**config.mk**
```make
export PLATFORM = sky130hd
export DESIGN_NAME = switcher_clock_management
export DESIGN_NICKNAME = d
export VERILOG_FILES = /design/src/core/clock_mgmt_pkg.sv /design/src/core/sync_mon_if.sv /design/src/core/regulator_phase_shift.sv /design/src/core/sync_in_monitor.sv /design/src/core/switcher_clock_management.sv
export SDC_FILE = /design/constraint.sdc
export NUM_CORES = 1
export LEC_CHECK = 0
export BUFFER_PORTS_ARGS = -buffer_cell sky130_fd_sc_hd__buf_2
export CORE_ASPECT_RATIO = 0.6
export CORE_UTILIZATION = 55
export CTS_CLUSTER_SIZE = 25
export DETAILED_ROUTE_END_ITERATION = 16
export PLACE_DENSITY = 0.73
export SETUP_SLACK_MARGIN = 0.4
export SLEW_MARGIN = 10
export SYNTH_ARGS = -nofsm -noshare
export SYNTH_HDL_FRONTEND = slang
export SYNTH_SLANG_ARGS = --single-unit
```
**constraint.sdc**
```tcl
create_clock -name CLK -period 23.8 [get_ports CLK]
set_input_delay 1.19 -clock CLK [delete_from_list [all_inputs] [get_ports CLK]]
set_output_delay 1.19 -clock CLK [all_outputs]
set_load 0.01 [all_outputs]
```
**src/core/clock_mgmt_pkg.sv**
```systemverilog
`default_nettype none
package clock_mgmt_pkg;
  // System clock
  localparam int unsigned CLK_HZ        = 25_000_000;
  localparam int unsigned CLK_PERIOD_NS = 1_000_000_000 / CLK_HZ;

  // Register map (byte addresses)
  localparam int unsigned ADR_W       = 4;
  localparam logic [3:0]  CTRL_ADDR   = 4'h0;
  localparam logic [3:0]  STATUS_ADDR = 4'h4;

  // Control register fields
  localparam int TRIM_LSB        = 0;
  localparam int SPREAD_EN_BIT   = 4;
  localparam int CARRIER_SEL_BIT = 5;
  localparam int DIV_SEL_BIT     = 6;
  localparam int ROUTE_SEL_BIT   = 7;
  localparam int OUT_BASE_BIT    = 8;
  localparam int OUT_SEL_LSB     = 12;

  // Status register fields
  localparam int ST_RANGE_OK_BIT = 0;
  localparam int ST_LOCKED_BIT   = 1;
  localparam int ST_BASE_PLL_BIT = 2;
  localparam int ST_PLL_OPT_BIT  = 3;

  // Oscillator trim
  localparam logic [3:0] TRIM_DEFAULT = 4'h0;
  localparam logic [4:0] NOMINAL_MHZ  = 5'h14;

  function automatic logic [4:0] trim_to_mhz(input logic [3:0] code);
    case (code)
      4'h1:    return 5'h15;
      4'h2:    return 5'h16;
      4'h3:    return 5'h17;
      4'h4:    return 5'h18;
      4'h9:    return 5'h10;
      4'hA:    return 5'h11;
      4'hB:    return 5'h12;
      4'hC:    return 5'h13;
      default: return NOMINAL_MHZ;
    endcase
  endfunction

  // Numerically controlled oscillator
  localparam int unsigned NCO_W       = 24;
  localparam int unsigned INC_PER_MHZ = (2 ** NCO_W) / (CLK_HZ / 1_000_000);

  // Dividers
  localparam int unsigned FAST_DIV     = 9;
  localparam int unsigned SLOW_DIV     = 44;
  localparam int unsigned DIAG_DIV     = 48;
  localparam int unsigned SYNC_PRE_DIV = 6;
  localparam int unsigned PLL_MULT     = 48;

  // Spread spectrum
  localparam int unsigned CARRIER_SLOW_HZ = 23_000;
  localparam int unsigned CARRIER_FAST_HZ = 94_000;
  localparam int unsigned TRI_AMPL        = 32;
  localparam int unsigned SS_STEP_SLOW    = CLK_HZ / (CARRIER_SLOW_HZ * 4 * TRI_AMPL);
  localparam int unsigned SS_STEP_FAST    = CLK_HZ / (CARRIER_FAST_HZ * 4 * TRI_AMPL);
  localparam int unsigned SS_DEV_NUM      = 51;
  localparam int unsigned SS_DEV_SHIFT    = 15;

  // Sync-in supervision times
  localparam int unsigned PERIOD_MIN_NS  = 2000;
  localparam int unsigned PERIOD_MAX_NS  = 3003;
  localparam int unsigned LOSS_NS        = 3000;
  localparam int unsigned LOCK_NS        = 90_000;
  localparam int unsigned PERIOD_MIN_CYC = (PERIOD_MIN_NS + CLK_PERIOD_NS - 1) / CLK_PERIOD_NS;
  localparam int unsigned PERIOD_MAX_CYC = PERIOD_MAX_NS / CLK_PERIOD_NS;
  localparam int unsigned LOSS_CYC       = LOSS_NS / CLK_PERIOD_NS;
  localparam int unsigned LOCK_CYC       = LOCK_NS / CLK_PERIOD_NS;

  // Regulators and sync-out selection codes
  localparam int unsigned REG_COUNT    = 5;
  localparam logic [3:0]  OUT_OFF      = 4'h0;
  localparam logic [3:0]  OUT_REG_LAST = 4'h5;
  localparam logic [3:0]  OUT_BASE     = 4'h6;
  localparam logic [3:0]  OUT_MAIN_DIV = 4'h7;
  localparam logic [3:0]  OUT_FS_DIV   = 4'h8;
  localparam logic [3:0]  OUT_SYNC_DIV = 4'h9;
endpackage
`default_nettype wire

```
**src/core/sync_mon_if.sv**
```systemverilog
`default_nettype none
interface sync_mon_if;
  logic enable;
  logic div_sel;
  logic div_clk;
  logic fault;
  logic locked;
  logic pll_tick;

  modport manager (output enable, output div_sel,
                   input div_clk, input fault, input locked, input pll_tick);
  modport monitor (input enable, input div_sel,
                   output div_clk, output fault, output locked, output pll_tick);
endinterface
`default_nettype wire

```
**src/core/regulator_phase_shift.sv**
```systemverilog
`default_nettype none
module regulator_phase_shift
  import clock_mgmt_pkg::*;
#(
  parameter int unsigned SHIFT_W = 3
) (
  // Clock and reset
  input  wire logic               clk,
  input  wire logic               rst_n,
  // Base clock, source and shift
  input  wire logic               base_tick,
  input  wire logic               src_clk,
  input  wire logic [SHIFT_W-1:0] shift,
  // Shifted clock and its start pulse
  output logic                    clk_out,
  output logic                    start
);
  if (SHIFT_W < 1 || SHIFT_W > 4) begin : g_check
    $error("regulator_phase_shift: SHIFT_W out of range");
  end

  typedef struct packed {
    logic [2**SHIFT_W-1:0] hist;
    logic                  clk_out;
    logic                  start;
  } ps_state_t;

  ps_state_t s_q;
  ps_state_t s_d;

  always_comb begin
    s_d       = s_q;
    s_d.start = 1'b0;
    // Shift history advances only on base clock cycles, so a count of n is n base periods
    if (base_tick) begin
      s_d.hist    = {s_q.hist[2**SHIFT_W-2:0], src_clk};
      s_d.clk_out = s_d.hist[shift];
      s_d.start   = s_d.clk_out & ~s_q.clk_out;
    end
  end

  always_ff @(posedge clk or negedge rst_n) begin
    if (!rst_n) begin
      s_q <= '0;
    end else begin
      s_q <= s_d;
    end
  end

  assign clk_out = s_q.clk_out;
  assign start   = s_q.start;
endmodule
`default_nettype wire

```
**src/core/sync_in_monitor.sv**
```systemverilog
`default_nettype none
module sync_in_monitor
  import clock_mgmt_pkg::*;
#(
  parameter int unsigned CNT_W = 12
) (
  // Clock and reset
  input  wire logic clk,
  input  wire logic rst_n,
  // External sync input
  input  wire logic sync_in,
  // Link to the clock manager
  sync_mon_if.monitor mon
);
  if (2 ** CNT_W <= LOCK_CYC || 2 ** CNT_W <= LOSS_CYC) begin : g_check
    $error("sync_in_monitor: CNT_W too small");
  end

  typedef struct packed {
    logic             pin_q;
    logic [2:0]       pre_cnt;
    logic             div_clk;
    logic [CNT_W-1:0] per_cnt;
    logic [7:0]       period;
    logic             seen;
    logic [8:0]       acc;
    logic [CNT_W-1:0] lock_cnt;
    logic             locked;
    logic             fault;
    logic             tick;
  } mon_state_t;

  mon_state_t s_q;
  mon_state_t s_d;
  logic       rise;
  logic       div_rise;

  always_comb begin
    s_d       = s_q;
    s_d.fault = 1'b0;
    s_d.tick  = 1'b0;
    s_d.pin_q = sync_in;
    rise      = sync_in & ~s_q.pin_q;
    div_rise  = rise & (~mon.div_sel | (s_q.pre_cnt == 3'(SYNC_PRE_DIV - 1)));
    if (rise) begin
      s_d.pre_cnt = (s_q.pre_cnt == 3'(SYNC_PRE_DIV - 1)) ? 3'h0 : s_q.pre_cnt + 3'h1;
    end
    s_d.div_clk = mon.div_sel ? (s_d.pre_cnt < 3'(SYNC_PRE_DIV / 2)) : sync_in;
    if (!mon.enable) begin
      s_d.per_cnt  = '0;
      s_d.seen     = 1'b0;
      s_d.acc      = '0;
      s_d.lock_cnt = '0;
      s_d.locked   = 1'b0;
    end else begin
      if (div_rise) begin
        // Every period is judged, so short glitches fail at the next edge
        if (s_q.seen && (s_q.per_cnt < CNT_W'(PERIOD_MIN_CYC)
                         || s_q.per_cnt > CNT_W'(PERIOD_MAX_CYC))) begin
          s_d.fault = 1'b1;
        end
        s_d.period  = 8'(s_q.per_cnt);
        s_d.seen    = 1'b1;
        s_d.per_cnt = CNT_W'(1);
      end else if (s_q.per_cnt >= CNT_W'(LOSS_CYC)) begin
        s_d.fault = 1'b1;
      end else begin
        s_d.per_cnt = s_q.per_cnt + CNT_W'(1);
      end
      // Rate follower: PLL_MULT base ticks per measured sync period
      if (s_q.seen) begin
        s_d.acc = s_q.acc + 9'(PLL_MULT);
        if (s_d.acc >= {1'b0, s_q.period}) begin
          s_d.acc  = s_d.acc - {1'b0, s_q.period};
          s_d.tick = 1'b1;
        end
        if (s_q.lock_cnt < CNT_W'(LOCK_CYC)) begin
          s_d.lock_cnt = s_q.lock_cnt + CNT_W'(1);
        end else begin
          s_d.locked = 1'b1;
        end
      end
    end
  end

  always_ff @(posedge clk or negedge rst_n) begin
    if (!rst_n) begin
      s_q <= '0;
    end else begin
      s_q <= s_d;
    end
  end

  assign mon.div_clk  = s_q.div_clk;
  assign mon.fault    = s_q.fault;
  assign mon.locked   = s_q.locked;
  assign mon.pll_tick = s_q.tick;
endmodule
`default_nettype wire

```
**src/core/switcher_clock_management.sv**
```systemverilog
// Design decisions made here: the address map and the Wishbone slave port.
`default_nettype none
module switcher_clock_management
  import clock_mgmt_pkg::*;
(
  // Clock and reset
  input  wire logic                  CLK,
  input  wire logic                  RST_N,
  // Wishbone slave
  input  wire logic                  WB_CYC_I,
  input  wire logic                  WB_STB_I,
  input  wire logic                  WB_WE_I,
  input  wire logic [ADR_W-1:0]      WB_ADR_I,
  input  wire logic [3:0]            WB_SEL_I,
  input  wire logic [31:0]           WB_DAT_I,
  output logic                       WB_ACK_O,
  output logic [31:0]                WB_DAT_O,
  // One-time-programmed options
  input  wire logic [2:0]            PRE_REGULATOR_PHASE_SHIFT,
  input  wire logic [2:0]            STEP_UP_PHASE_SHIFT,
  input  wire logic [2:0]            CORE_CONVERTER1_PHASE_SHIFT,
  input  wire logic [2:0]            CORE_CONVERTER2_PHASE_SHIFT,
  input  wire logic [2:0]            CORE_CONVERTER3_PHASE_SHIFT,
  input  wire logic                  PRE_REGULATOR_SLOW_SELECT,
  input  wire logic                  PLL_OPTION_ENABLE,
  // Synchronisation pins
  input  wire logic                  SYNC_IN_PIN,
  output logic                       SYNC_OUT_PIN,
  // Regulator switching clocks
  output logic                       PRE_REGULATOR_CLOCK,
  output logic                       STEP_UP_CLOCK,
  output logic                       CORE_CONVERTER1_CLOCK,
  output logic                       CORE_CONVERTER2_CLOCK,
  output logic                       CORE_CONVERTER3_CLOCK,
  // Switch on-time start pulses
  output logic                       PRE_REGULATOR_HS_START,
  output logic                       CORE_CONVERTER3_HS_START,
  output logic                       CORE_CONVERTER1_LS_START,
  output logic                       CORE_CONVERTER2_LS_START,
  output logic                       STEP_UP_SWITCH_START
);
  typedef struct packed {
    logic [3:0]       trim;
    logic [3:0]       trim_eff;
    logic             spread_en;
    logic             carrier_sel;
    logic             div_sel;
    logic             route_sel;
    logic             out_base_sel;
    logic [3:0]       out_sel;
    logic             out_base_eff;
    logic [3:0]       out_sel_eff;
    logic             range_ok;
    logic             use_pll;
    logic [NCO_W-1:0] nco;
    logic [NCO_W-1:0] fs_nco;
    logic [6:0]       tri_val;
    logic             tri_down;
    logic [3:0]       tri_pre;
    logic [3:0]       fast_cnt;
    logic             fast_clk;
    logic [5:0]       slow_cnt;
    logic             slow_clk;
    logic [4:0]       main_cnt;
    logic             main_div;
    logic [4:0]       fs_cnt;
    logic             fs_div;
    logic             sync_out;
    logic             ack;
    logic [31:0]      dat;
  } cm_state_t;

  localparam cm_state_t CM_RESET = '{trim: TRIM_DEFAULT, trim_eff: TRIM_DEFAULT,
                                     range_ok: 1'b1, default: '0};
  localparam logic signed [39:0] SS_NUM   = 40'(SS_DEV_NUM);
  localparam logic [NCO_W-1:0]   FS_INC   = NCO_W'(NOMINAL_MHZ * INC_PER_MHZ);
  localparam logic signed [6:0]  TRI_TOP  = 7'(TRI_AMPL);
  localparam logic signed [6:0]  TRI_BOT  = -7'(TRI_AMPL);

  cm_state_t s_q;
  cm_state_t s_d;

  sync_mon_if mon_if ();

  logic [NCO_W-1:0]           inc0;
  logic signed [39:0]         ss_prod;
  logic signed [39:0]         inc_sum;
  logic [NCO_W:0]             nco_sum;
  logic [NCO_W:0]             fs_sum;
  logic                       osc_tick;
  logic                       fs_tick;
  logic                       base_tick;
  logic [3:0]                 ss_step;
  logic [15:0]                ctrl_rd;
  logic [15:0]                ctrl_wr;
  logic [31:0]                rd_word;
  logic                       req;
  logic                       out_src;
  logic [REG_COUNT-1:0]       reg_src;
  logic [REG_COUNT-1:0]       reg_clk;
  logic [REG_COUNT-1:0]       reg_start;
  logic [REG_COUNT-1:0][2:0]  reg_shift;

  // Sync-in only reaches the base clock when the PLL option is fused in
  assign mon_if.enable  = s_q.route_sel & PLL_OPTION_ENABLE;
  assign mon_if.div_sel = s_q.div_sel;

  sync_in_monitor #(
    .CNT_W (12)
  ) u_monitor (
    .clk     (CLK),
    .rst_n   (RST_N),
    .sync_in (SYNC_IN_PIN),
    .mon     (mon_if.monitor)
  );

  // Index order: pre-regulator, step-up, core 1, core 2, core 3
  assign reg_shift = {CORE_CONVERTER3_PHASE_SHIFT, CORE_CONVERTER2_PHASE_SHIFT,
                      CORE_CONVERTER1_PHASE_SHIFT, STEP_UP_PHASE_SHIFT,
                      PRE_REGULATOR_PHASE_SHIFT};
  assign reg_src   = {{(REG_COUNT - 1){s_q.fast_clk}},
                      PRE_REGULATOR_SLOW_SELECT ? s_q.slow_clk : s_q.fast_clk};

  genvar gi;
  for (gi = 0; gi < REG_COUNT; gi++) begin : g_shift
    regulator_phase_shift #(
      .SHIFT_W (3)
    ) u_shift (
      .clk       (CLK),
      .rst_n     (RST_N),
      .base_tick (base_tick),
      .src_clk   (reg_src[gi]),
      .shift     (reg_shift[gi]),
      .clk_out   (reg_clk[gi]),
      .start     (reg_start[gi])
    );
  end

  always_comb begin
    s_d = s_q;

    // Oscillator model: phase accumulator carry is one oscillator cycle, a base clock cycle while use_pll is clear
    inc0    = NCO_W'(trim_to_mhz(s_q.trim_eff) * INC_PER_MHZ);
    ss_prod = $signed({{(40 - NCO_W){1'b0}}, inc0}) * 40'($signed(s_q.tri_val)) * SS_NUM;
    inc_sum = $signed({{(40 - NCO_W){1'b0}}, inc0}) + (ss_prod >>> SS_DEV_SHIFT);
    nco_sum  = {1'b0, s_q.nco} + {1'b0, inc_sum[NCO_W-1:0]};
    osc_tick = nco_sum[NCO_W];
    s_d.nco  = nco_sum[NCO_W-1:0];
    fs_sum     = {1'b0, s_q.fs_nco} + {1'b0, FS_INC};
    fs_tick    = fs_sum[NCO_W];
    s_d.fs_nco = fs_sum[NCO_W-1:0];
    // New trim is taken at a carry so no half-length period appears
    if (osc_tick) begin
      s_d.trim_eff = s_q.trim;
    end

    // Triangular carrier; held at centre while disabled
    ss_step = s_q.carrier_sel ? 4'(SS_STEP_FAST) : 4'(SS_STEP_SLOW);
    if (!s_q.spread_en) begin
      s_d.tri_val  = '0;
      s_d.tri_pre  = '0;
      s_d.tri_down = 1'b0;
    end else if (s_q.tri_pre >= ss_step - 4'h1) begin
      s_d.tri_pre = '0;
      if (s_q.tri_down) begin
        s_d.tri_val  = s_q.tri_val - 7'h01;
        s_d.tri_down = ($signed(s_d.tri_val) > TRI_BOT);
      end else begin
        s_d.tri_val  = s_q.tri_val + 7'h01;
        s_d.tri_down = ($signed(s_d.tri_val) >= TRI_TOP);
      end
    end else begin
      s_d.tri_pre = s_q.tri_pre + 4'h1;
    end

    // Base clock source; entering PLL waits for a base cycle, leaving is immediate
    base_tick = s_q.use_pll ? mon_if.pll_tick : osc_tick;
    if (!mon_if.locked || mon_if.fault) begin
      s_d.use_pll = 1'b0;
    end else if (base_tick) begin
      s_d.use_pll = 1'b1;
    end

    // Fast and slow divided clocks
    if (base_tick) begin
      s_d.fast_cnt = (s_q.fast_cnt == 4'(FAST_DIV - 1)) ? 4'h0 : s_q.fast_cnt + 4'h1;
      s_d.fast_clk = s_d.fast_cnt < 4'(FAST_DIV / 2);
      s_d.slow_cnt = (s_q.slow_cnt == 6'(SLOW_DIV - 1)) ? 6'h00 : s_q.slow_cnt + 6'h01;
      s_d.slow_clk = s_d.slow_cnt < 6'(SLOW_DIV / 2);
    end

    // Diagnostic oscillator dividers
    if (osc_tick) begin
      s_d.main_cnt = (s_q.main_cnt == 5'(DIAG_DIV / 2 - 1)) ? 5'h00 : s_q.main_cnt + 5'h01;
      s_d.main_div = (s_q.main_cnt == 5'(DIAG_DIV / 2 - 1)) ? ~s_q.main_div : s_q.main_div;
    end
    if (fs_tick) begin
      s_d.fs_cnt = (s_q.fs_cnt == 5'(DIAG_DIV / 2 - 1)) ? 5'h00 : s_q.fs_cnt + 5'h01;
      s_d.fs_div = (s_q.fs_cnt == 5'(DIAG_DIV / 2 - 1)) ? ~s_q.fs_div : s_q.fs_div;
    end

    // Sync-out selection only changes while the pin is low
    if (!s_q.sync_out) begin
      s_d.out_sel_eff  = s_q.out_sel;
      s_d.out_base_eff = s_q.out_base_sel;
    end
    if (s_d.out_sel_eff != OUT_OFF && s_d.out_sel_eff <= OUT_REG_LAST) begin
      out_src = reg_clk[3'(s_d.out_sel_eff - 4'h1)];
    end else begin
      case (s_d.out_sel_eff)
        OUT_BASE:     out_src = s_d.out_base_eff ? s_q.fast_clk : s_q.slow_clk;
        OUT_MAIN_DIV: out_src = s_q.main_div & PLL_OPTION_ENABLE;
        OUT_FS_DIV:   out_src = s_q.fs_div;
        OUT_SYNC_DIV: out_src = mon_if.div_clk;
        default:      out_src = 1'b0;
      endcase
    end
    s_d.sync_out = out_src;

    // Register file
    ctrl_rd                              = '0;
    ctrl_rd[TRIM_LSB +: 4]               = s_q.trim;
    ctrl_rd[SPREAD_EN_BIT]               = s_q.spread_en;
    ctrl_rd[CARRIER_SEL_BIT]             = s_q.carrier_sel;
    ctrl_rd[DIV_SEL_BIT]                 = s_q.div_sel;
    ctrl_rd[ROUTE_SEL_BIT]               = s_q.route_sel;
    ctrl_rd[OUT_BASE_BIT]                = s_q.out_base_sel;
    ctrl_rd[OUT_SEL_LSB +: 4]            = s_q.out_sel;
    rd_word                              = '0;
    if (WB_ADR_I == CTRL_ADDR) begin
      rd_word[15:0] = ctrl_rd;
    end else if (WB_ADR_I == STATUS_ADDR) begin
      rd_word[ST_RANGE_OK_BIT] = s_q.range_ok;
      rd_word[ST_LOCKED_BIT]   = mon_if.locked;
      rd_word[ST_BASE_PLL_BIT] = s_q.use_pll;
      rd_word[ST_PLL_OPT_BIT]  = PLL_OPTION_ENABLE;
    end
    req     = WB_CYC_I & WB_STB_I & ~s_q.ack;
    s_d.ack = req;
    if (req && !WB_WE_I) begin
      s_d.dat = rd_word;
    end
    ctrl_wr = ctrl_rd;
    if (WB_SEL_I[0]) begin
      ctrl_wr[7:0] = WB_DAT_I[7:0];
    end
    if (WB_SEL_I[1]) begin
      ctrl_wr[15:8] = WB_DAT_I[15:8];
    end
    if (req && WB_WE_I && WB_ADR_I == CTRL_ADDR) begin
      // Trim steps are applied as written; pacing is software's duty
      s_d.trim         = ctrl_wr[TRIM_LSB +: 4];
      s_d.spread_en    = ctrl_wr[SPREAD_EN_BIT];
      s_d.carrier_sel  = ctrl_wr[CARRIER_SEL_BIT];
      s_d.div_sel      = ctrl_wr[DIV_SEL_BIT];
      s_d.route_sel    = ctrl_wr[ROUTE_SEL_BIT];
      s_d.out_base_sel = ctrl_wr[OUT_BASE_BIT];
      s_d.out_sel      = ctrl_wr[OUT_SEL_LSB +: 4];
      if (ctrl_wr[ROUTE_SEL_BIT] && !s_q.route_sel) begin
        s_d.range_ok = 1'b1;
      end
    end
    // A fault beats a simultaneous re-arm; routing must be set again
    if (mon_if.fault) begin
      s_d.route_sel = 1'b0;
      s_d.range_ok  = 1'b0;
    end
  end

  always_ff @(posedge CLK or negedge RST_N) begin
    if (!RST_N) begin
      s_q <= CM_RESET;
    end else begin
      s_q <= s_d;
    end
  end

  assign WB_ACK_O     = s_q.ack;
  assign WB_DAT_O     = s_q.dat;
  assign SYNC_OUT_PIN = s_q.sync_out;

  assign PRE_REGULATOR_CLOCK   = reg_clk[0];
  assign STEP_UP_CLOCK         = reg_clk[1];
  assign CORE_CONVERTER1_CLOCK = reg_clk[2];
  assign CORE_CONVERTER2_CLOCK = reg_clk[3];
  assign CORE_CONVERTER3_CLOCK = reg_clk[4];

  assign PRE_REGULATOR_HS_START   = reg_start[0];
  assign CORE_CONVERTER3_HS_START = reg_start[4];
  assign CORE_CONVERTER1_LS_START = reg_start[2];
  assign CORE_CONVERTER2_LS_START = reg_start[3];
  assign STEP_UP_SWITCH_START     = reg_start[1];
endmodule
`default_nettype wire

```
# == After elaboration in Yosys (flattened, before gate mapping) ==
# Memory sizes are Yosys's and may differ from the RTL's.
# Index checks and enable logic that the tools add are counted.
# totals
regBits,221
mem_bits_ro,64
input_bits,63
out_inout_bits,44
word_cells,217
n_memories,1
# memory_table
memory,words,width,rd,rd_clocked_by_memory_dff,write_ports,line_no,source
(no name shown),16,4,1,0,0,clock_mgmt_pkg.sv:32,case (code)
# classes
n_addsub,17
mul,3
order_cmp,18
eq_ne,16
muxes,62
bitwise_logic,22
reduce_logical,24
# op_table
cell,count
$mux 12,6
$mul 28x7->35 const B,1
$mux 8,4
$mux 1,29
$mul 21x7->28,1
$add 24x24->25,1
$add 24x24->25 const B,1
$add 12x1->12 const B,2
$add 24x24->24,1
$lt 3x4->1 const B,6
$mux 23,1
$mux 22,1
$mul 5x16->20 const B,1
$mux 4,5
$bmux 1 s3,6
$reduce_and 2->1,8
$mux 5,3
$eq 4x3->1 const B,3
$eq 4x4->1 const B,3
$ge 12x7->1 const B,1
$gt 12x7->1 const B,1
$lt 12x12->1 const B,1
$lt 12x6->1 const B,1
$mux 6,2
37 further kinds,73

# == Logic depth before layout (Yosys ltp) ==
# Gate-level depths: netlist of the first run.
# An unclocked memory read counts as a cell.
# depth
depth_word,9
mapped_depth,71

# == Cells and area by module ==
# Synthesis of the first run repeated with hierarchy kept, for this count alone.
# unflattened
cells_unflattened,2282
hier_area_um2,21722.1
# by_module_without_submodules
module,n_inst,cells_each,area_per_inst_um2,seq_area_each_um2
switcher_clock_management,1,1843,16804.9,2929.1
sync_in_monitor,1,309,2877.8,1251.2
regulator_phase_shift,5,26,407.9,225.2

# == Worst setup path after synthesis of the first run ==
# No wires, ideal clock.
# synth_timing
path_type,reg-to-reg
startpoint,reg s_q[136] in the netlist's numbering
endpoint,reg s_q[47] in the netlist's numbering
setup_ps,118
t_arrival_ps,14573
setup_slack_ps,9109
path_stages_with_launch,65
path_buffers,3
path_cell_list,dfrtp_1 clkbuf_1 nand2b_1 o21ai_0 inv_1 fa_1 ha_1 fa_1 a21o_1 a21oi_1 o21bai_1 a21o_1 a21oi_1 o21ai_0 nor2_1 xnor2_1 and2_1 fa_1 (+29 left out) and3_1 a221o_1 nand2_1 o21ai_0 o41ai_1 o2111ai_1 a21oi_1 xnor2_1 ha_1 a21oi_1 o21ai_0 a21o_1 a41o_1 o21ai_1 buf_2 buf_2 nor3_1 a21o_1
# synth_via
elab_chain_len,7
# synth_rtl
item,line_no,source
"start, declared",switcher_clock_management.sv:80,cm_state_t s_q;
"start signal, assigned",switcher_clock_management.sv:272,s_q <= CM_RESET;
"start signal, assigned",switcher_clock_management.sv:274,s_q <= s_d;
$mem_v2 16x4 *,n/a,
$mul 5x16->20 *,switcher_clock_management.sv:143,inc0 = NCO_W'(trim_to_mhz(s_q.trim_eff) * INC_PER_MHZ);
$mul 21x7->28,switcher_clock_management.sv:144,"ss_prod = $signed({{(40 - NCO_W){1'b0}}, inc0}) * 40'($signed(s_q.tri_val)) * SS_NUM;"
$mul 28x7->35,switcher_clock_management.sv:144,
$add 24x24->24 *,switcher_clock_management.sv:145,"inc_sum = $signed({{(40 - NCO_W){1'b0}}, inc0}) + (ss_prod >>> SS_DEV_SHIFT);"
$add 24x24->25 *,switcher_clock_management.sv:146,"nco_sum = {1'b0, s_q.nco} + {1'b0, inc_sum[NCO_W-1:0]};"
$mux 1 *,switcher_clock_management.sv:177,base_tick = s_q.use_pll ? mon_if.pll_tick : osc_tick;
# Every way passes the cells marked *; elsewhere a longest branch is shown, timed or not.
# A chain may end at the register's enable or synchronous reset.

# == Final worst setup path of the first run ==
# layout_timing
startpoint,reg s_q[135] in the netlist's numbering
endpoint,reg s_q[49] in the netlist's numbering
# Same word-level chain as after synthesis.

==> flow_metrics.tcl, run 1 <==
set metrics [dict create \
    ant_nets 0 \
    drt_first_iter_violations 1083 \
    setup_tns_ns 0 \
    fmax_mhz 56.2 \
    crit_fanout 47 \
    die_area_sq_mm 0.0375 \
    yosysTopAreaCellShare 0.236 \
    netlist_area_sq_mm 0.0202 \
    status "finished, final reports clean" \
    cp_top_family "compound AO/OA/AOI/OAI gates" \
    io_buffers 66 \
    netlist_top_cells_area "dfrtp_1 (24%), ha_1 (17%), fa_1 (14%)" \
    whs_endpoint "s_q[119]" \
    synth_largest_area_cell "dfrtp_1" \
    drt_wl_total_microns 42700 \
    finalCritPeriodShare 0.747 \
    insertion_delay_ns 0.45 \
    leakagePower_uw 0.0116 \
    htreeDepth 4 \
    gp_congestion 0.902 \
    reg2reg_depth 58 \
    post_cts_resized 0 \
    hp-start "u_monitor.mon.fault" \
    critical-path-max-stage-delay_ns 1.04 \
    worst_slew_pin_slew_ns 1.22 \
    cts_buffers 17 \
    wl_per_cell_microns 16.2 \
    cts_tree "done" \
    syn_inst 2130 \
    synth.avg_cell_area_sq_um 9.47 \
    die_y_microns 150 \
    cts_setup_buffers 0 \
    skew_ns 0.0176 \
    maxCapViolCount 0 \
    std_cell_rows 53 \
    critical_path_buf_inv_count 7 \
    cts.sinks 191 \
    fin_hold_ws_ns 0.441 \
    yosysMostFrequentCell "inv_1" \
    antennaDiodeCount 0 \
    firstDrtPassIters 5 \
    finalSetupViolations 0 \
    synth.ff_latch_count 191 \
    grt_usage 0.238 \
    end_kind "flop" \
    synth-main-ff-cell "dfrtp_1" \
    grt_first_pass_wirelength_microns 72200 \
    relSlewSlack 0.187 \
    synth_edf_count 0 \
    regArea_sq_mm 0.00478 \
    grt_max_degree 113 \
    initial_core_util 0.567 \
    ys_async_sr_fraction 1.00 \
    coreArea_sq_mm 0.0355 \
    hpwl_microns 34300 \
    antenna_found_initial 0 \
    clk_pin_slew_ns 0.07 \
    min_period_ns 17.78 \
    ir_drop_mv 0.0902 \
    synth_cell_type_count 85 \
    drc_errors 0 \
    grt_overflow 0 \
    first_global_vias 14334 \
    cp.required_ns 24.12 \
    hold_violations 0 \
    clockBufferDepth 2 \
    ys_seq_area_frac 0.237 \
    syn_to_final_growth_pct 6.38 \
    drv_slew 0 \
    io_pins 107 \
    cts_hold_buf 0 \
    ys_warn_count 0 \
    critPathKind "flop to flop" \
    drive_gt1_frac 0.0869 \
    cp-start-kind "flop" \
    die_w_microns 249 \
    critPathArrivalTime_ns 18.10 \
    r2r_end "s_q[49]" \
    num_vias 14837 \
    hp-class "flop to flop" \
    rsz0062_at_grt "false" \
    cts-root-buf "clkbuf_16" \
    synth_common_cells "inv_1 (301), ha_1 (270), dfrtp_1 (190)" \
    power.density_mw_per_mm2 82.5 \
    fillCellCount 2979 \
    whs_path_depth 1 \
    multiInputGateArea_sq_mm 0.0139 \
    fin_nets 2639 \
    crit_slowest_cell "o21ai_4" \
    vias_per_cell 5.61 \
    reg2reg_slack_ns 6.02 \
    rr_startpoint "s_q[135]" \
]
[power by group]
group	switching (uW)	internal (uW)	total, uW
logic	587	403	990
registers	61.6	399	461
clock network	134	184	318
total	783	987	1770
[registers in the layout, summed over array words and instances (netlist names)]
signal                   count
SYNC_OUT_PIN                 1
WB_ACK_O                     1
WB_DAT_O                    13
ctrl_rd                     12
g_shift.u_shift.clk_out      5
g_shift.u_shift.s_q         14
g_shift.u_shift.start        5
mon_if.div_sel               1
reg_src                      1
s_q                         88
u_monitor.mon.div_clk        1
u_monitor.mon.fault          1
u_monitor.mon.locked         1
u_monitor.mon.pll_tick       1
u_monitor.s_q               46
[worst max path at each step]
stage / start / end / slack [ns] / cells past startpoint
final: s_q[135] / s_q[49] / 6.02 / 58
after global routing: s_q[135] / s_q[49] / 4.84 / 64
after CTS: s_q[135] / s_q[49] / 6.10 / 58
after detailed placement: s_q[135] / g_shift[0].u_shift.s_q[6] / 6.22 / 57
after global placement: s_q[135] / g_shift[2].u_shift.s_q[3] / 6.54 / 57
after floorplan: s_q[136] / s_q[47] / 9.11 / 64
[area by class of cell]
class	instances	area share
clock buffer	19	0.0211
clock inverter	13	0.00939
inverter	302	0.0529
multi-input combinational	1580	0.649
sequential	191	0.223
tap	467	0.0272
timing repair buffer	71	0.0176
[kinds of logic after synthesis]
kind of cell,after synthesis,synth area share
xor+xnor,161,0.0711
mux,75,0.0462
other cells,1,0.000186
compound gates,377,0.126
flops,191,0.237
buf+inv,377,0.0765
fa+ha+maj,414,0.310
simple gates,534,0.133
[through the flow]
step                      utilization  total power (uW)  std cells  worst slack (ns)  area (sq um)
after floorplan                     -              1200       2148              9.11         20200
after global placement          0.585              1400       2611              6.54         20800
after detailed placement        0.585              1440       2611              6.22         20800
after CTS                       0.603              1760       2643              6.10         21400
after global routing            0.603              1900       2643              4.84         21400
final                           0.603              1770       2643              6.02         21400
[layout by cell type, fill, tap and decap left out, types with 65 or more instances in the layout]
cell type    n
and2_1      90
nand2_1    125
dfrtp_1    190
buf_2       65
a21oi_1    102
o21ai_0     81
nor2_1     127
fa_1       143
inv_1      301
ha_1       270
xnor2_1     99
[worst reg2reg max path: cells and delay by family (launching register included)]
| kind | cells | cell delay, ns |
|---|---|---|
| adders and majority gates | 14 | 6.02 |
| muxes | 1 | 0.32 |
| AOI/OAI and AO/OA | 24 | 7.44 |
| DFF | 1 | 0.44 |
| xor gates and xnor gates | 4 | 1.56 |
| and+or+nand+nor | 8 | 1.19 |
| buffers and inverters | 7 | 0.65 |
[per-layer routing]
| metal | GRT usage | wire (microns) |
|---|---|---|
| met1 | 0.365 | 21800 |
| met3 | 0.0403 | 2570 |
| met4 | 0.0463 | 340 |
| met5 | 0 | 0 |
| met2 | 0.353 | 18000 |
No activity file was read; power rests on OpenSTA's default activity.
==> inputs of run 2 (changes only) <==
- PLACE_DENSITY: 0.73 -> 0.76
- clock period: 23.8 -> 14.8 ns (I/O delays scaled with it)
==> run 2 against run 1 <==
Effect of this change: die area is the same; combinational power increased by 120%; clock-buffer cell count grew 1; register-to-register slack worse by 5.6 ns; worst setup slack got worse by 5.6 ns; non-clock buffer count rose by 133; sequential power increased by 62%; utilization up 6.0 points; first-iteration DRC count grew 9.8%; cell count grew 5.0%; hold slack worse by 0.046 ns; maximum frequency increased by 24%; highest routed layer unchanged.
==> flow_metrics.tcl, run 2 (synthesis gave the netlist of run 1 again) <==
set metrics [dict create \
    insertion_delay_ns 0.45 \
    io_pins 107 \
    antenna_found_initial 0 \
    finalCritPeriodShare 0.973 \
    maxCapViolCount 0 \
    ant_nets 0 \
    grt_usage 0.250 \
    syn_to_final_growth_pct 16.9 \
    hp-class "input pin to asynchronous set/reset pin" \
    worst_slew_pin_slew_ns 1.01 \
    grt_first_pass_wirelength_microns 75600 \
    status "finished, final reports clean" \
    reg2reg_depth 70 \
    cp.required_ns 15.13 \
    cts_buffers 17 \
    vias_per_cell 5.70 \
    r2r_end "s_q[49]" \
    drv_slew 0 \
    power.total_uw 3390 \
    worstSetupEndpoint "s_q[49]" \
    rr_startpoint "s_q[134]" \
    wl_per_cell_microns 17.6 \
    critPathArrivalTime_ns 14.73 \
    finalSetupViolations 0 \
    drc_errors 0 \
    critPathKind "flop to flop" \
    hpwl_microns 36000 \
    clk_pin_slew_ns 0.08 \
    fillCellCount 2665 \
    fin_hold_ws_ns 0.395 \
    largest_reg_flops 88 \
    crit_top_cell "fa_1" \
    crit_fanout 5 \
    cp-start-kind "flop" \
    power.density_mw_per_mm2 144 \
    critical-path-max-stage-delay_ns 0.52 \
    drt_wl_total_microns 49000 \
    die_y_microns 150 \
    largest_register "s_q" \
    fin_ws_ns 0.407 \
    die_area_sq_mm 0.0375 \
    coreArea_sq_mm 0.0355 \
    leakagePower_uw 0.0125 \
    startpoint "s_q[134]" \
    layout_commonest_cell "inv_1" \
    skew_ns 0.0135 \
    hold_violations 0 \
    relSlewSlack 0.324 \
    num_vias 15835 \
    largestRegisters "s_q: 88 flops, u_monitor.s_q: 46 flops, g_shift.u_shift.s_q: 14 flops" \
    final_cell_mix "inv_1 (286), ha_1 (243), dfrtp_1 (189)" \
    fmax_mhz 69.5 \
    io_buffers 66 \
    post-place-ws_ns -0.251 \
    first_global_vias 15196 \
    antennaDiodeCount 0 \
    die_w_microns 249 \
    end_kind "flop" \
    firstDrtPassIters 5 \
    ir_drop_mv 0.158 \
    rsz0062_at_grt "true" \
    crit_slowest_cell "fa_1" \
    fin_nets 2772 \
    grt_max_degree 114 \
    cts-root-buf "clkbuf_16" \
    grt_overflow 0 \
    gp_congestion 0.879 \
    cts.sinks 191 \
    drive_gt1_frac 0.201 \
    min_period_ns 14.39 \
    std_cell_rows 53 \
    initial_core_util 0.567 \
    drt_first_iter_violations 1189 \
    reg2reg_slack_ns 0.41 \
    clockBufferDepth 2 \
    htreeDepth 4 \
    cts_tree "done" \
]
run 2: cell count changes in the layout (fill, tap and decap cells not counted), sizes merged:
| cell | delta |
|---|---|
| clkinv | -3 |
| buf | +131 |
| clkbuf | +3 |
| bufinv | -2 |
| clkinvlp | +3 |
| inv | +1 |
run 2: layer usage:
metal,up-vias,wire length (microns),GRT usage,part of all wire
met3,45,3400,0.0513,0.069
met2,533,22100,0.377,0.45
met1,7833,22800,0.370,0.47
met5,-,0,0,0
li1,7424,-,-,-
met4,0,588,0.0537,0.012
run 2: worst min-delay path by stage:
stage	from	slack, ns	to	depth (start not counted)
floorplan	u_monitor.mon.fault	0.39	s_q[119]	1
global placement	s_q[76]	0.44	s_q[76]	1
detailed placement	s_q[76]	0.45	s_q[76]	1
CTS	SYNC_IN_PIN	0.43	u_monitor.s_q[49]	1
global route	SYNC_IN_PIN	0.43	u_monitor.s_q[49]	1
finish	RST_N	0.40	s_q[115]	1
run 2: layout make-up:
cell class	instances	area, sq um	area share
Timing Repair Buffer	204	1540	0.0652
Sequential cell	191	4780	0.203
Clock buffer	20	457	0.0194
Clock inverter	12	148	0.00627
Tap cell	467	584	0.0248
Multi-Input combinational cell	1580	14900	0.633
Inverter	302	1140	0.0483
run 2: critical path, delay by kind of cell (launching register included):
| kind | cells | cell delay [ns] |
|---|---|---|
| xor gates and xnor gates | 3 | 0.68 |
| buffers and inverters | 12 | 1.15 |
| muxes | 1 | 0.26 |
| DFF | 1 | 0.42 |
| adders and majority gates | 15 | 5.19 |
| AOI/OAI and AO/OA | 28 | 4.85 |
| and+or+nand+nor | 11 | 1.70 |
run 2: metrics by stage:
step,std cells,TNS [ns],area (sq um),util
6_report,2776,0,23600,0.663
3_5_place_dp,2692,-7.41,21400,0.603
5_1_grt,2776,-1.15,23600,0.663
4_1_cts,2737,0,22400,0.630
3_3_place_gp,2692,0,21400,0.603
2_1_floorplan,2148,0,20200,-
run 2: power breakdown:
part | leakage [uW] | total (uW) | internal [uW] | switching [uW]
Sequential | 0.00243 | 748 | 642 | 106
Clock | 0.000284 | 480 | 262 | 218
Combinational | 0.00982 | 2160 | 1010 | 1140
Total | 0.0125 | 3390 | 1920 | 1470
run 2: what timing repair did:
action / 4_1_cts / 5_1_grt
resized for setup: 44 / 179
endpoints found under the setup margin: 48 / 52
cloned: 1 / 2
pin swaps: 31 / 111
hold buffers: 0 / 0
buffers inserted: 12 / 37
==> inputs of run 3 (changes only) <==
- BUFFER_PORTS_ARGS: -buffer_cell sky130_fd_sc_hd__buf_2 -> unset
- DONT_BUFFER_PORTS: unset -> 1
- PLACE_DENSITY: 0.76 -> 0.73
==> run 3 against run 2 <==
Effect of this change: register-to-register slack improved by 0.30 ns; first-iteration DRC count down 11%; global-route usage rose by 0.54 points; critical endpoint is now g_shift[0].u_shift.s_q[8].
==> flow_metrics.tcl, run 3 (synthesis gave the netlist of run 1 again) <==
set metrics [dict create \
    status "finished, final reports clean" \
    drive_gt1_frac 0.180 \
    critical_path_buf_inv_count 12 \
    cts.sinks 191 \
    coreArea_sq_mm 0.0355 \
    antenna_found_initial 0 \
    relSlewSlack 0.347 \
    cp-start-kind "flop" \
    grt_first_pass_wirelength_microns 76500 \
    placed_cells 2630 \
    rr_startpoint "s_q[134]" \
    clockBufferDepth 2 \
    die_area_sq_mm 0.0375 \
    std_cell_rows 53 \
    io_pins 107 \
    hpwl_microns 35300 \
    cts_tree "done" \
    largest_register "s_q" \
    first_global_vias 15283 \
    grt_usage 0.255 \
    layout_commonest_cell "inv_1" \
    post-place-ws_ns -0.378 \
    largestRegisters "s_q: 88 flops, u_monitor.s_q: 46 flops, g_shift.u_shift.s_q: 14 flops" \
    power.density_mw_per_mm2 146 \
    crit_fanout 8 \
    min_period_ns 14.10 \
    drt_wl_total_microns 48200 \
    cts_buffers 17 \
    ir_drop_mv 0.122 \
    skew_ns 0.0307 \
    firstDrtPassIters 6 \
    die_w_microns 249 \
    finalSetupViolations 0 \
    reg2reg_depth 67 \
    clk_pin_slew_ns 0.08 \
    grt_max_degree 110 \
    r2r_end "g_shift[0].u_shift.s_q[8]" \
    initial_core_util 0.567 \
    final_cell_mix "inv_1 (285), ha_1 (241), dfrtp_1 (189)" \
    crit_slowest_cell "fa_1" \
    drv_slew 0 \
    io_buffers 0 \
    end_kind "flop" \
    fmax_mhz 70.9 \
    syn_to_final_growth_pct 15.8 \
    die_y_microns 150 \
    wl_per_cell_microns 17.7 \
    critPathKind "flop to flop" \
    rsz0062_at_grt "true" \
    startpoint "s_q[134]" \
    hold_violations 0 \
    maxCapViolCount 0 \
    fin_hold_ws_ns 0.122 \
    drt_first_iter_violations 1061 \
    fin_ws_ns 0.705 \
    gp_congestion 0.890 \
    fin_cells 2715 \
    cp.required_ns 15.14 \
    largest_reg_flops 88 \
    grt_overflow 0 \
    worst_slew_pin_slew_ns 0.980 \
    htreeDepth 4 \
    finalCritPeriodShare 0.952 \
    leakagePower_uw 0.0123 \
    hp-class "input pin to asynchronous set/reset pin" \
    num_vias 15493 \
    critical-path-max-stage-delay_ns 0.52 \
    insertion_delay_ns 0.47 \
    ant_nets 0 \
    fin_nets 2711 \
    vias_per_cell 5.71 \
    setup_tns_ns 0 \
    cts-root-buf "clkbuf_16" \
    cp_top_family "adder cells" \
    antennaDiodeCount 0 \
    critPathArrivalTime_ns 14.44 \
    reg2reg_slack_ns 0.70 \
    drc_errors 0 \
]
## run 3: changes by cell type in the layout (fill, tap and decap cells not counted), sizes merged
cell and delta:
buf -60, bufinv +1, clkbuf -4, clkinv +6, clkinvlp -4
## run 3: through the flow
| step | cell area [sq um] | util | power (uW) |
|---|---|---|---|
| 2_1_floorplan | 20200 | - | 1930 |
| 3_3_place_gp | 21100 | 0.594 | 2380 |
| 3_5_place_dp | 21100 | 0.594 | 2460 |
| 4_1_cts | 22500 | 0.632 | 3150 |
| 5_1_grt | 23400 | 0.657 | 3620 |
| 6_report | 23400 | 0.657 | 3400 |
## run 3: layout make-up
class / instances / area (sq um)
Sequential cell: 191 / 4780
Clock buffer: 17 / 425
Multi-Input combinational cell: 1580 / 14900
Timing Repair Buffer: 143 / 1280
Tap cell: 467 / 584
Clock inverter: 15 / 240
Fill cell: 2719 / 12200
Inverter: 302 / 1140
## run 3: how the worst max path moves through the flow
| stage | cells after the start | slack [ns] | endpoint |
|---|---|---|---|
| after floorplan | 64 | 0.47 | s_q[47] |
| after global placement | 65 | -0.18 | g_shift[0].u_shift.s_q[7] |
| after detailed placement | 65 | -0.38 | g_shift[0].u_shift.s_q[7] |
| after CTS | 69 | 0.40 | g_shift[0].u_shift.s_q[7] |
| after global routing | 64 | 0.22 | g_shift[0].u_shift.s_q[8] |
| final | 67 | 0.70 | g_shift[0].u_shift.s_q[8] |
## run 3: layer usage
| metal | GRT usage | vias to the layer above | share of wire |
|---|---|---|---|
| li1 | - | 7315 | - |
| met1 | 0.371 | 7693 | 0.48 |
| met2 | 0.384 | 436 | 0.45 |
| met3 | 0.0633 | 49 | 0.066 |
| met4 | 0.0580 | 0 | 0.012 |
| met5 | 0 | - | 0 |
## run 3: repair_timing
item / 4_1_cts / 5_1_grt
pin swaps: 47 / 101
setup endpoints to repair: 48 / 50
setup buffers: 22 / 24
hold endpoints to repair: 53 / 0
hold buffers: 3 / 0
cloned: 2 / 2
resized for setup: 77 / 132
## run 3: power by group
part	total (uW)	switching, uW	internal (uW)	leakage, uW
combinational	2120	1110	1020	0.00953
clock	520	242	278	0.000322
sequential	753	112	641	0.00243
total	3400	1460	1940	0.0123
